### config.mk
export PLATFORM = sky130hd
export DESIGN_NAME = gate_drive_overcurrent_control
export DESIGN_NICKNAME = d
export VERILOG_FILES = /design/src/rtl/gate_drive_pkg.sv /design/src/rtl/oc_timer_if.sv /design/src/rtl/gate_drive_overcurrent_control.sv /design/src/rtl/half_bridge.sv /design/src/rtl/oc_timer.sv
export SDC_FILE = /design/constraint.sdc
export NUM_CORES = 1
export LEC_CHECK = 0
export ABC_AREA = 1
export BUFFER_PORTS_ARGS = -buffer_cell sky130_fd_sc_hd__buf_2
export CAP_MARGIN = 20
export CORE_MARGIN = 2
export CORE_UTILIZATION = 25
export CTS_CLUSTER_DIAMETER = 150
export DETAILED_ROUTE_END_ITERATION = 12
export GPL_TIMING_DRIVEN = 0
export SKIP_LAST_GASP = 1
export SLEW_MARGIN = 10
export SYNTH_ARGS = -nofsm -noshare
export SYNTH_HDL_FRONTEND = slang
export SYNTH_SLANG_ARGS = --single-unit
### constraint.sdc
create_clock -name clk -period 3.15 [get_ports clk]
set_input_delay 0.315 -clock clk [delete_from_list [all_inputs] [get_ports clk]]
set_output_delay 0.315 -clock clk [all_outputs]
set_load 0.005 [all_outputs]
### src/rtl/gate_drive_pkg.sv
// shared constants and types for the gate drive over-current control
package gate_drive_pkg;
    localparam int unsigned clk_mhz = 125;
    localparam int unsigned phases = 3;
    localparam int unsigned fets = 6;
    // dead time limits in ns
    localparam int unsigned dead_min_ns = 50;
    localparam int unsigned dead_max_ns = 500;
    localparam int unsigned dead_min_cyc = (dead_min_ns * clk_mhz + 999) / 1000;
    localparam int unsigned dead_max_cyc = (dead_max_ns * clk_mhz) / 1000;
    localparam int unsigned dead_w = 7;
    // over-current hold and off time in us
    localparam int unsigned oc_time_us = 64;
    localparam int unsigned oc_time_cyc = oc_time_us * clk_mhz;
    localparam int unsigned oc_cnt_w = 14;
    localparam int unsigned vds_w = 5;
    localparam int unsigned slew_w = 2;
    localparam int unsigned gain_w = 2;
    typedef enum logic [1:0]
    {
        oc_limit = 2'b00,
        oc_latch = 2'b01,
        oc_report = 2'b10,
        oc_disable = 2'b11
    } overcurrent_mode_select_t;
    typedef enum logic [1:0]
    {
        hb_off = 2'b00,
        hb_dead = 2'b01,
        hb_high = 2'b10,
        hb_low = 2'b11
    } hb_state_t;
endpackage

### src/rtl/oc_timer_if.sv
// shared 64 us timer connection between protection and timer
`timescale 1ns/1ps
interface oc_timer_if;
    import gate_drive_pkg::*;
    logic restart;
    logic running;
    logic expired;
    modport ctrl (output restart, input running, input expired);
    modport tmr (input restart, output running, output expired);
endinterface

### src/rtl/gate_drive_overcurrent_control.sv
// top: pwm input sync, over-current protection, warning, gate outputs
//
// Function
// never drive both fets of a phase
// dead time 50 to 500 ns, 50 grounded
// longer pwm gap honoured, minimum kept
// 5 bit vds threshold setting
// gates low when disabled or faulted
// selectable gate slew setting
// four amplifier gain choices
// calibration shorts inputs, disconnects load
// current limit mode limits and warns
// warning held for cycle or 64 us
// new over-current restarts warning hold
// one bit picks cbc or off-time
// cbc keeps fet off until next cycle
// off-time holds fet off 64 us
// one shared timer for all fets
// pwm toggle releases held fet early
// latch mode turns off whole phase
// report only warns stretched 64 us
// disable mode ignores over-current
// rising pwm edge starts cycle
`timescale 1ns/1ps
module gate_drive_overcurrent_control
    import gate_drive_pkg::*;
(
    input wire logic clk,
    input wire logic nrst,
    input wire logic gate_enable,
    input wire logic fault_active,
    input wire logic [fets-1:0] pwm_in,
    input wire logic [fets-1:0] vds_over,
    input wire logic [dead_w-1:0] dead_time_setting_input,
    input wire logic [vds_w-1:0] vds_threshold_sel,
    input wire logic [slew_w-1:0] slew_sel,
    input wire logic [gain_w-1:0] amp_gain_sel,
    input wire logic amp_offset_calibrate,
    input wire logic spi_calibrate,
    input wire logic [1:0] overcurrent_mode_select,
    input wire logic cycle_by_cycle_limit,
    input wire logic latch_clear,
    output logic [fets-1:0] gate_out,
    output logic [vds_w-1:0] vds_threshold,
    output logic [slew_w-1:0] gate_slew,
    output logic [gain_w-1:0] amp_gain,
    output logic amp_short_inputs,
    output logic amp_load_disconnect,
    output logic [phases-1:0] oc_status,
    output logic overcurrent_temp_warning_n
);
    // even index is high side, odd index is low side of a phase
    logic [fets-1:0] pwm_m_q;
    logic [fets-1:0] pwm_s_q;
    logic [fets-1:0] pwm_p_q;

    logic [fets-1:0] oc_m_q;
    logic [fets-1:0] oc_s_q;

    logic [fets-1:0] en_m_q;
    logic [fets-1:0] en_s_q;
    logic flt_m_q;
    logic flt_s_q;

    logic cal_m_q;
    logic cal_s_q;

    logic [fets-1:0] hold_q;
    logic [phases-1:0] latch_q;

    logic [fets-1:0] rise;
    logic [fets-1:0] toggle;
    logic [fets-1:0] oc_new;
    logic [fets-1:0] fet_en;

    logic [fets-1:0] warn_cyc_q;
    logic warn_q;
    logic cbc_q;

    logic [dead_w-1:0] dead_cyc;
    overcurrent_mode_select_t mode;
    oc_timer_if tif ();

    assign mode = overcurrent_mode_select_t'(overcurrent_mode_select);

    // pwm, vds, enable, fault and calibrate pins pass two flops; first stage is read only by the second
    // fault synced apart: enable low or latch_clear clears a latch, fault does not
    always_ff @(posedge clk or negedge nrst)
    begin
        if (!nrst)
        begin
            pwm_m_q <= '0;
            pwm_s_q <= '0;
            pwm_p_q <= '0;
            oc_m_q <= '0;
            oc_s_q <= '0;
            en_m_q <= '0;
            en_s_q <= '0;
            flt_m_q <= 1'b0;
            flt_s_q <= 1'b0;
            cal_m_q <= 1'b0;
            cal_s_q <= 1'b0;
        end
        else
        begin
            pwm_m_q <= pwm_in;
            pwm_s_q <= pwm_m_q;
            pwm_p_q <= pwm_s_q;
            oc_m_q <= vds_over;
            oc_s_q <= oc_m_q;
            en_m_q <= {fets{gate_enable}};
            en_s_q <= en_m_q;
            flt_m_q <= fault_active;
            flt_s_q <= flt_m_q;
            cal_m_q <= amp_offset_calibrate;
            cal_s_q <= cal_m_q;
        end
    end

    // rising edge marks new cycle
    assign rise = pwm_s_q & ~pwm_p_q;
    assign toggle = pwm_s_q ^ pwm_p_q;
    // disable mode ignores detections
    assign oc_new = (mode == oc_disable) ? '0 : (oc_s_q & pwm_s_q & ~hold_q);

    // dead time clamped to range, grounded gives minimum
    always_comb
    begin
        dead_cyc = dead_time_setting_input;
        if (dead_time_setting_input < dead_w'(dead_min_cyc))
        begin
            dead_cyc = dead_w'(dead_min_cyc);
        end
        else if (dead_time_setting_input > dead_w'(dead_max_cyc))
        begin
            dead_cyc = dead_w'(dead_max_cyc);
        end
    end

    // one shared timer restarted by any new event in limit or report mode
    assign tif.restart = (|oc_new) && (mode == oc_limit || mode == oc_report);

    oc_timer u_timer
    (
        .clk(clk),
        .nrst(nrst),
        .t(tif)
    );

    // reset value selects cbc
    always_ff @(posedge clk or negedge nrst)
    begin
        if (!nrst)
        begin
            cbc_q <= 1'b1;
        end
        else
        begin
            cbc_q <= cycle_by_cycle_limit;
        end
    end

    // per fet current limit hold
    genvar gi;
    generate
        for (gi = 0; gi < fets; gi = gi + 1)
        begin : g_fet
            always_ff @(posedge clk or negedge nrst)
            begin
                if (!nrst)
                begin
                    hold_q[gi] <= 1'b0;
                end
                else if (mode != oc_limit)
                begin
                    hold_q[gi] <= 1'b0;
                end
                // limit by switching the fet off
                else if (oc_new[gi])
                begin
                    hold_q[gi] <= 1'b1;
                end
                // cbc release on next cycle
                else if (cbc_q && rise[gi])
                begin
                    hold_q[gi] <= 1'b0;
                end
                // toggle releases early
                else if (!cbc_q && toggle[gi])
                begin
                    hold_q[gi] <= 1'b0;
                end
                // release after 64 us off time
                else if (!cbc_q && tif.expired)
                begin
                    hold_q[gi] <= 1'b0;
                end
            end

            // warning tracks whether this fet's pwm cycle is still going
            always_ff @(posedge clk or negedge nrst)
            begin
                if (!nrst)
                begin
                    warn_cyc_q[gi] <= 1'b0;
                end
                // stale flags would stretch a later warning
                else if (mode != oc_limit)
                begin
                    warn_cyc_q[gi] <= 1'b0;
                end
                else if (oc_new[gi] && mode == oc_limit)
                begin
                    warn_cyc_q[gi] <= 1'b1;
                end
                else if (!pwm_s_q[gi])
                begin
                    warn_cyc_q[gi] <= 1'b0;
                end
            end

            // gates low while disabled or faulted
            assign fet_en[gi] = en_s_q[gi] && !flt_s_q && !hold_q[gi] && !latch_q[gi / 2];
        end
    endgenerate

    // latch shutdown of whole phase
    genvar pi;
    generate
        for (pi = 0; pi < phases; pi = pi + 1)
        begin : g_phase
            always_ff @(posedge clk or negedge nrst)
            begin
                if (!nrst)
                begin
                    latch_q[pi] <= 1'b0;
                end
                else if (mode == oc_latch && |oc_new[2 * pi + 1 -: 2])
                begin
                    latch_q[pi] <= 1'b1;
                end
                else if (latch_clear || !en_s_q[2 * pi])
                begin
                    latch_q[pi] <= 1'b0;
                end
            end

            // status shows phase with event; set wins over clear
            always_ff @(posedge clk or negedge nrst)
            begin
                if (!nrst)
                begin
                    oc_status[pi] <= 1'b0;
                end
                else if (|oc_new[2 * pi + 1 -: 2])
                begin
                    oc_status[pi] <= 1'b1;
                end
                else if (latch_clear)
                begin
                    oc_status[pi] <= 1'b0;
                end
            end

            // handshake and dead time per phase
            half_bridge u_hb
            (
                .clk(clk),
                .nrst(nrst),
                .want_hi(pwm_s_q[2 * pi] & fet_en[2 * pi]),
                .want_lo(pwm_s_q[2 * pi + 1] & fet_en[2 * pi + 1]),
                .dead_cyc(dead_cyc),
                .gate_hi(gate_out[2 * pi]),
                .gate_lo(gate_out[2 * pi + 1])
            );
        end
    endgenerate

    // warning held for cycle or restarted timer
    // report mode stretches via the timer
    always_ff @(posedge clk or negedge nrst)
    begin
        if (!nrst)
        begin
            warn_q <= 1'b0;
        end
        else if (mode == oc_disable)
        begin
            warn_q <= 1'b0;
        end
        else if (|oc_new)
        begin
            warn_q <= 1'b1;
        end
        else if (mode == oc_latch)
        begin
            warn_q <= |latch_q;
        end
        else if (mode == oc_limit)
        begin
            warn_q <= tif.running && (|warn_cyc_q);
        end
        else
        begin
            warn_q <= tif.running;
        end
    end

    assign overcurrent_temp_warning_n = ~warn_q;

    // settings passed to the analog side as registers
    always_ff @(posedge clk or negedge nrst)
    begin
        if (!nrst)
        begin
            vds_threshold <= '0;
            gate_slew <= '0;
            amp_gain <= '0;
        end
        else
        begin
            vds_threshold <= vds_threshold_sel;
            gate_slew <= slew_sel;
            amp_gain <= amp_gain_sel;
        end
    end

    // calibration by pin or command
    always_ff @(posedge clk or negedge nrst)
    begin
        if (!nrst)
        begin
            amp_short_inputs <= 1'b0;
            amp_load_disconnect <= 1'b0;
        end
        else
        begin
            amp_short_inputs <= cal_s_q | spi_calibrate;
            amp_load_disconnect <= cal_s_q | spi_calibrate;
        end
    end
endmodule

### src/rtl/half_bridge.sv
// one phase: high/low handshake with dead time
`timescale 1ns/1ps
module half_bridge
    import gate_drive_pkg::*;
(
    input wire logic clk,
    input wire logic nrst,
    input wire logic want_hi,
    input wire logic want_lo,
    input wire logic [dead_w-1:0] dead_cyc,
    output logic gate_hi,
    output logic gate_lo
);
    hb_state_t st_q;
    logic [dead_w-1:0] cnt_q;
    logic next_hi_q;

    // handshake state machine
    always_ff @(posedge clk or negedge nrst)
    begin
        if (!nrst)
        begin
            st_q <= hb_off;
            cnt_q <= '0;
            next_hi_q <= 1'b0;
        end
        else
        begin
            case (st_q)
                hb_off:
                begin
                    // dead time runs from the off edge
                    if (cnt_q != '0)
                    begin
                        cnt_q <= cnt_q - dead_w'(1);
                    end
                    // both requested is treated as neither
                    if (want_hi != want_lo)
                    begin
                        st_q <= hb_dead;
                        next_hi_q <= want_hi;
                    end
                end
                hb_dead:
                begin
                    // dead time count
                    if (cnt_q > dead_w'(1))
                    begin
                        cnt_q <= cnt_q - dead_w'(1);
                    end
                    // external gap honoured
                    else if (next_hi_q && want_hi && !want_lo)
                    begin
                        st_q <= hb_high;
                    end
                    else if (!next_hi_q && want_lo && !want_hi)
                    begin
                        st_q <= hb_low;
                    end
                    else
                    begin
                        st_q <= hb_off;
                    end
                end
                hb_high:
                begin
                    if (!want_hi || want_lo)
                    begin
                        st_q <= hb_off;
                        cnt_q <= dead_cyc;
                    end
                end
                hb_low:
                begin
                    if (!want_lo || want_hi)
                    begin
                        st_q <= hb_off;
                        cnt_q <= dead_cyc;
                    end
                end
                default:
                begin
                    st_q <= hb_off;
                end
            endcase
        end
    end

    // registered outputs drop on the next clock edge after the request goes away
    always_ff @(posedge clk or negedge nrst)
    begin
        if (!nrst)
        begin
            gate_hi <= 1'b0;
            gate_lo <= 1'b0;
        end
        else
        begin
            gate_hi <= (st_q == hb_high) && want_hi && !want_lo;
            gate_lo <= (st_q == hb_low) && want_lo && !want_hi;
        end
    end
endmodule

### src/rtl/oc_timer.sv
// single shared 64 us timer, restarted by any new over-current event in limit or report mode
`timescale 1ns/1ps
module oc_timer
    import gate_drive_pkg::*;
#(
    parameter logic [oc_cnt_w-1:0] period_cyc = oc_cnt_w'(oc_time_cyc)
)
(
    input wire logic clk,
    input wire logic nrst,
    oc_timer_if.tmr t
);
    logic [oc_cnt_w-1:0] cnt_q;
    logic run_q;
    logic exp_q;

    always_ff @(posedge clk or negedge nrst)
    begin
        if (!nrst)
        begin
            cnt_q <= '0;
            run_q <= 1'b0;
            exp_q <= 1'b0;
        end
        else if (t.restart)
        begin
            cnt_q <= period_cyc;
            run_q <= 1'b1;
            exp_q <= 1'b0;
        end
        else if (run_q)
        begin
            cnt_q <= cnt_q - oc_cnt_w'(1);
            if (cnt_q == oc_cnt_w'(1))
            begin
                run_q <= 1'b0;
                exp_q <= 1'b1;
            end
        end
        else
        begin
            exp_q <= 1'b0;
        end
    end

    assign t.running = run_q;
    assign t.expired = exp_q;
endmodule

==> results.tsv, run 1 <==
metric	value	unit
post-cts gate resize count	0	
Tcrit/Tclk final	0.698	
antenna-violating nets left	0	
Worst Setup Start Kind	flop	
port bufs	58	
worst hold path depth	2	
CP max stage cell	nor3_1	
worst hold path type	input pin to flop	
initial DRC count	214	
Layout Area Growth over Synthesis	28.0	%
Place WS	0.907	ns
Most used DFF post-synth	dfrtp_1	
number of flops mapped to enable cells by yosys	0	
Max Transition Viols Final	0	
sequential area share after synthesis	0.527	
post-route setup TNS	0	ns
Routed Wire Length	12200	um
core area	22000	um2
mux cell area share after synthesis	0	
Die Wd	154	um
layout cell share with drive strength beyond 1	0.154	
Synth top area share	0.522	
status	finished clean	
largest net degree at the start of global routing	64	
synthesized netlist cell count	664	
CP Cell Sequence	inv_1, nand2_1, nor3_1, inv_1, ha_1, nand3_1, nand2_1, inv_1, nand2_1, nor2_1, nand3_1, nand2_1	
# IOs	59	
vias in the first global route	4348	
Post-Synth Adder-Cell Area	0.0513	
Reg area	2950	um2
crit-path leading delay family	simple AND/OR/NAND/NOR gates	
Final Cell Area	7180	um2
post-route DRC violation count	0	
Stages on worst setup path	12	
gpl congestion	0.823	
gr ovfl total	0	
Mean Syn Cell Area	8.45	um2
H-tree depth	4	
Fin. Hold Viols	0	
fin crit period	2.20	ns
xor and xnor fraction of the mapped netlist area	0.0219	
TritonRoute pass-1 iters	4	
Worst R2R Path Depth	12	
Root Buffer	clkbuf_16	
Worst Path Arrival	2.55	ns
CP required	3.51	ns
Max transition margin	0.599	
fraction of the mapped netlist area in compound gates	0.0691	
Post-Synth Simple-Gate Area	0.250	
Diodes inserted	0	
FP Rows	54	
CTS clk-pin slew, worst paths	0.06	ns
Max-cap violations	0	
Critical path buffers and inverters	3	
CP Capture Type	flop	
FF-to-FF setup slack	0.95	ns
Peak supply drop	0.000411	V
Pwr per Cell Area	607	nW/um2
drt via density	4.23	
top-count cell post-synth	nand2_1	
Leak	3.54	nW
first-pass GRT wire length	21400	um
CTS Sinks	118	
Yosys reg bits	118	
height of the die	154	um
share of synthesized registers carrying an async set or reset	1.00	
clk_skew	0.00833	ns
Die Area	23700	um2
met1 Track Usage GR	0.160	
TritonCTS clock tree	yes	
RSZ-0062 raised after global routing	false	
GRT Max-Usage Layer	met2	
routed len/inst	11.5	um
CP max stage delay	0.41	ns
most frequent cells after synthesis	nand2_1, dfrtp_1, inv_1	
Final Setup Violations	0	
total power	4.36	mW
measured slew at the worst slew-check pin	0.602	ns
Crit path top cell by count	nand2_1	
footprint of the multi-input gates	2200	um2
gr usage total	0.113	
hold_ws	0.102	ns
Yosys Warn Count	0	
Crit Path Category	flop to flop	
largest family of logic cells by synthesized area	simple AND/OR/NAND/NOR gates	
Skew-Pair Late Insertion Delay	0.42	ns
Final Worst Setup Slack	0.952	ns
initial antenna violation count	0	
CTS Buf Count	17	
worst-path maximum fanout	6	
Layout Nets	829	
fill count	2241	
Post-DP HPWL	8540	um
Max clock buf depth	2	
placed cell areas	6280	um2
met2 usage	0.164	
top cell type by total area after synthesis	dfrtp_1	
Mapped Area	5610	um2
Initial Utilization	0.255	
Syn Nets	725	
fmax	455	MHz
met3 usage	0.0369	
Area contributors post-synth	dfrtp_1, nand2_1, inv_1, ha_1, nor2_1	
Via Count	4493	
Yosys cell types	35	
-- worst paths after layout --
path                               start                       end
hold reg to reg                oc_m_q[2]                 oc_s_q[2]
setup reg to reg                 flt_s_q  g_phase[1].u_hb.cnt_q[0]
max in group asynchronous           nrst  g_phase[2].u_hb.cnt_q[2]
min in group asynchronous           nrst                 oc_s_q[0]
setup / recovery                 flt_s_q  g_phase[1].u_hb.cnt_q[0]
hold / removal             spi_calibrate       amp_load_disconnect
-- cells in the final DEF (no fill, tap or decap), types with 3 or more instances in the layout --
cell / count
buf_2: 60
o21ai_1: 3
dlygate4sd3_1: 26
or2_2: 4
nor2_1: 70
o31ai_1: 3
o21bai_1: 3
nand2_1: 179
nand4_1: 10
xor2_1: 14
dfrtp_1: 117
nor2_2: 5
clkbuf_16: 17
inv_6: 4
ha_1: 23
inv_1: 95
nor3_1: 13
nand3_1: 41
o21ai_0: 34
a21oi_1: 13
buf_4: 8
bufinv_16: 4
-- per-stage QoR --
stage / util / std cells
floorplan: - / 664
global placement: 0.285 / 1002
detailed placement: 0.286 / 1003
CTS: 0.327 / 1061
global route: 0.327 / 1061
finish: 0.327 / 1061
-- layout make-up --
cell class | count | area share
multi-input combinational | 436 | 0.306
tap | 280 | 0.0488
inverter | 96 | 0.0502
clock buffer | 18 | 0.0611
sequential | 118 | 0.411
clock inverter | 14 | 0.0275
buffer | 14 | 0.0136
timing repair buffer | 85 | 0.0814
-- report_power, final --
part | internal [mW] | switching (mW)
sequential | 1.63 | 0.0849
clock | 1.35 | 0.753
combinational | 0.210 | 0.321
total | 3.20 | 1.16
-- flip-flops by register name (all words and copies together), names as in the netlist, 2 cells and up --
register and flops:
g_phase.u_hb.gate_hi 3, oc_s_q 6, g_phase.u_hb.gate_lo 3, pwm_s_q 6, latch_q 3, oc_status 3, oc_m_q 6, hold_q 6
u_timer.cnt_q 14, g_phase.u_hb.cnt_q 21, g_phase.u_hb.next_hi_q 3, gate_slew 2, amp_gain 2, vds_threshold 5, pwm_m_q 6, g_phase.u_hb.st_q 6
warn_cyc_q 6, pwm_p_q 6
-- per-layer routing --
layer | up-vias | share of wire
li1 | 2299 | -
met2 | 92 | 0.44
met1 | 2096 | 0.51
met4 | 0 | 0.0081
met3 | 6 | 0.048
met5 | - | 0
-- cells by family after synthesis --
group,after synthesis
flops,118
xor+xnor,14
simple gates,331
compound gates,68
buf+inv,110
fa+ha+maj,23
-- repair_timing --
action | CTS | global route
endpoints found under the hold margin | 86 | 0
hold buffers | 26 | 0
endpoints found under the setup margin | 0 | 0
setup buffers | 0 | 0
No activity file was read; power rests on OpenSTA's default activity.
==> run 2: changes to the inputs <==
ABC_AREA = 0   (was 1)
clock period = 1.9 ns   (was 3.15 ns; I/O delays follow)
==> run 2 against run 1 <==
Compared with the run above: the flow now finishes with violations (setup timing); utilization up 2.9 points; clock power is 43% higher; synthesized cell count shrank 23%; sequential cell count did not move; largest power group unchanged.
==> results.tsv, run 2 <==
metric	value	unit
status	complete, but fails checks	
violated checks	setup timing	
core area	21000	um2
Post-Synth Simple-Gate Area	0.179	
RSZ-0062 raised after global routing	true	
Yosys Warn Count	0	
top-count cell post-synth	dfrtp_1	
Max transition margin	0.524	
CP Capture Type	flop	
fraction of the mapped netlist area in compound gates	0.115	
Mapped Area	5320	um2
CP Cell Sequence	nor3b_4, buf_6, nand2b_4, ha_4, mux2_4, nand2_4, o41ai_4, or4_1, nand3_1	
Root Buffer	clkbuf_16	
antenna-violating nets left	0	
max FFs per register	21	
Synth top area share	0.550	
CTS Buf Count	17	
Max-cap violations	0	
most frequent cells after synthesis	dfrtp_1, nor2_1, nand2_1	
largest family of logic cells by synthesized area	simple AND/OR/NAND/NOR gates	
Mean Syn Cell Area	10.5	um2
total power	7.26	mW
fmax	473	MHz
# IOs	59	
clk_skew	0.0128	ns
TritonCTS clock tree	yes	
Yosys cell types	55	
Post-DP HPWL	7910	um
initial DRC count	254	
Crit Path Category	flop to flop	
drt via density	4.42	
worst-path maximum fanout	6	
Area contributors post-synth	dfrtp_1, ha_1, nor2_1, nand2_1, inv_1	
Worst Path Arrival	2.48	ns
top flop regs	g_phase.u_hb.cnt_q (21), u_timer.cnt_q (14)	
CP max stage delay	0.43	ns
Final Cell Area	7470	um2
post-route DRC violation count	0	
Diodes inserted	0	
routed len/inst	13.4	um
share of synthesized registers carrying an async set or reset	1.00	
Worst Setup Start Kind	flop	
gr usage total	0.117	
Syn Nets	570	
first-pass GRT wire length	20300	um
Layout Nets	708	
gpl congestion	0.779	
gr ovfl total	0	
number of flops mapped to enable cells by yosys	0	
hold_ws	0.137	ns
Peak supply drop	0.000577	V
sequential area share after synthesis	0.555	
Initial Utilization	0.254	
Routed Wire Length	12500	um
CTS clk-pin slew, worst paths	0.06	ns
initial antenna violation count	0	
Max Transition Viols Final	0	
top cell type by total area after synthesis	dfrtp_1	
Layout Area Growth over Synthesis	40.4	%
fill count	2112	
CP required	2.26	ns
worst hold path type	input pin to flop	
Fin. Hold Viols	0	
height of the die	150	um
TritonRoute pass-1 iters	4	
Final Worst Setup Slack	-0.216	ns
Most used DFF post-synth	dfrtp_1	
CP max stage cell	or4_1	
Yosys reg bits	118	
synthesized netlist cell count	509	
most flop-heavy register	g_phase.u_hb.cnt_q	
Tcrit/Tclk final	1.11	
Die Wd	150	um
Die Area	22500	um2
layout cell share with drive strength beyond 1	0.306	
H-tree depth	4	
most common cell after layout, fill and taps aside	dfrtp_1	
Place WS	-0.338	ns
FP Rows	53	
Post-Synth Adder-Cell Area	0.0541	
measured slew at the worst slew-check pin	0.709	ns
Critical path buffers and inverters	1	
Via Count	4129	
placed cell areas	6090	um2
crit-path leading delay family	simple AND/OR/NAND/NOR gates	
Leak	3.38	nW
CTS Sinks	118	
Final Setup Violations	22	
Skew-Pair Late Insertion Delay	0.43	ns
fin crit period	2.12	ns
vias in the first global route	4083	
port bufs	58	
mux cell area share after synthesis	0.0261	
most frequent cells in the layout	dfrtp_1, buf_2, nor2_1	
Pwr per Cell Area	972	nW/um2
xor and xnor fraction of the mapped netlist area	0.0263	
largest net degree at the start of global routing	62	
Max clock buf depth	2	
utilization after layout	0.357	
[run 2: area by class of cell]
cell class,instances,area (um2),share of cell area
Sequential cell,118,2950,0.395
Multi-Input combinational cell,338,2510,0.336
Timing Repair Buffer,120,863,0.116
Clock buffer,19,433,0.0579
Tap cell,275,344,0.0461
Inverter,33,130,0.0174
Clock inverter,13,124,0.0166
Buffer,19,114,0.0152
[run 2: what timing repair did]
item	CTS	global route
cloned	2	0
hold endpoints to repair	88	0
setup endpoints to repair	38	43
hold buffers	28	0
pin swaps	17	11
setup buffers	28	6
resized for setup	30	39
[run 2: logic make-up (layout without fill, tap and decap cells)]
kind of cell	after synthesis	count (layout)
compound gates	93	93
xor+xnor	16	16
fa+ha+maj	23	23
buf+inv	53	204
flops	118	118
mux	13	13
simple gates	193	193
[run 2: path summary, 6_finish.rpt]
kind | start | endpoint | slack [ns] | depth (start not counted)
max | flt_s_q | g_phase[1].u_hb.cnt_q[6] | -0.22 | 9
min | overcurrent_mode_select[1] | warn_q | 0.14 | 2
max reg2reg | flt_s_q | g_phase[1].u_hb.cnt_q[6] | -0.22 | 9
min reg2reg | oc_m_q[4] | oc_s_q[4] | 0.35 | 0
max in group asynchronous | nrst | u_timer.cnt_q[10] | 0.90 | 3
min in group asynchronous | nrst | g_phase[2].u_hb.cnt_q[5] | 0.31 | 2
[run 2: per-layer routing]
| layer | vias up | global-route usage | part of all wire |
|---|---|---|---|
| met5 | - | 0 | 0 |
| met4 | 0 | 0.0472 | 0.011 |
| met3 | 13 | 0.0329 | 0.039 |
| met2 | 69 | 0.186 | 0.49 |
| met1 | 2019 | 0.150 | 0.46 |
| li1 | 2028 | - | - |
[run 2: power by group]
| group | switching [mW] | total (mW) | internal [mW] |
|---|---|---|---|
| logic | 0.660 | 1.24 | 0.584 |
| clock network | 1.21 | 3.02 | 1.81 |
| registers | 0.238 | 3.00 | 2.76 |
| total | 2.11 | 7.26 | 5.15 |
[run 2: through the flow]
stage               instances  setup TNS (ns)
floorplan                 509          -0.304
global placement          842         -110.52
detailed placement        843           -4.97
CTS                       932           -2.97
global route              935           -4.88
finish                    935           -2.94
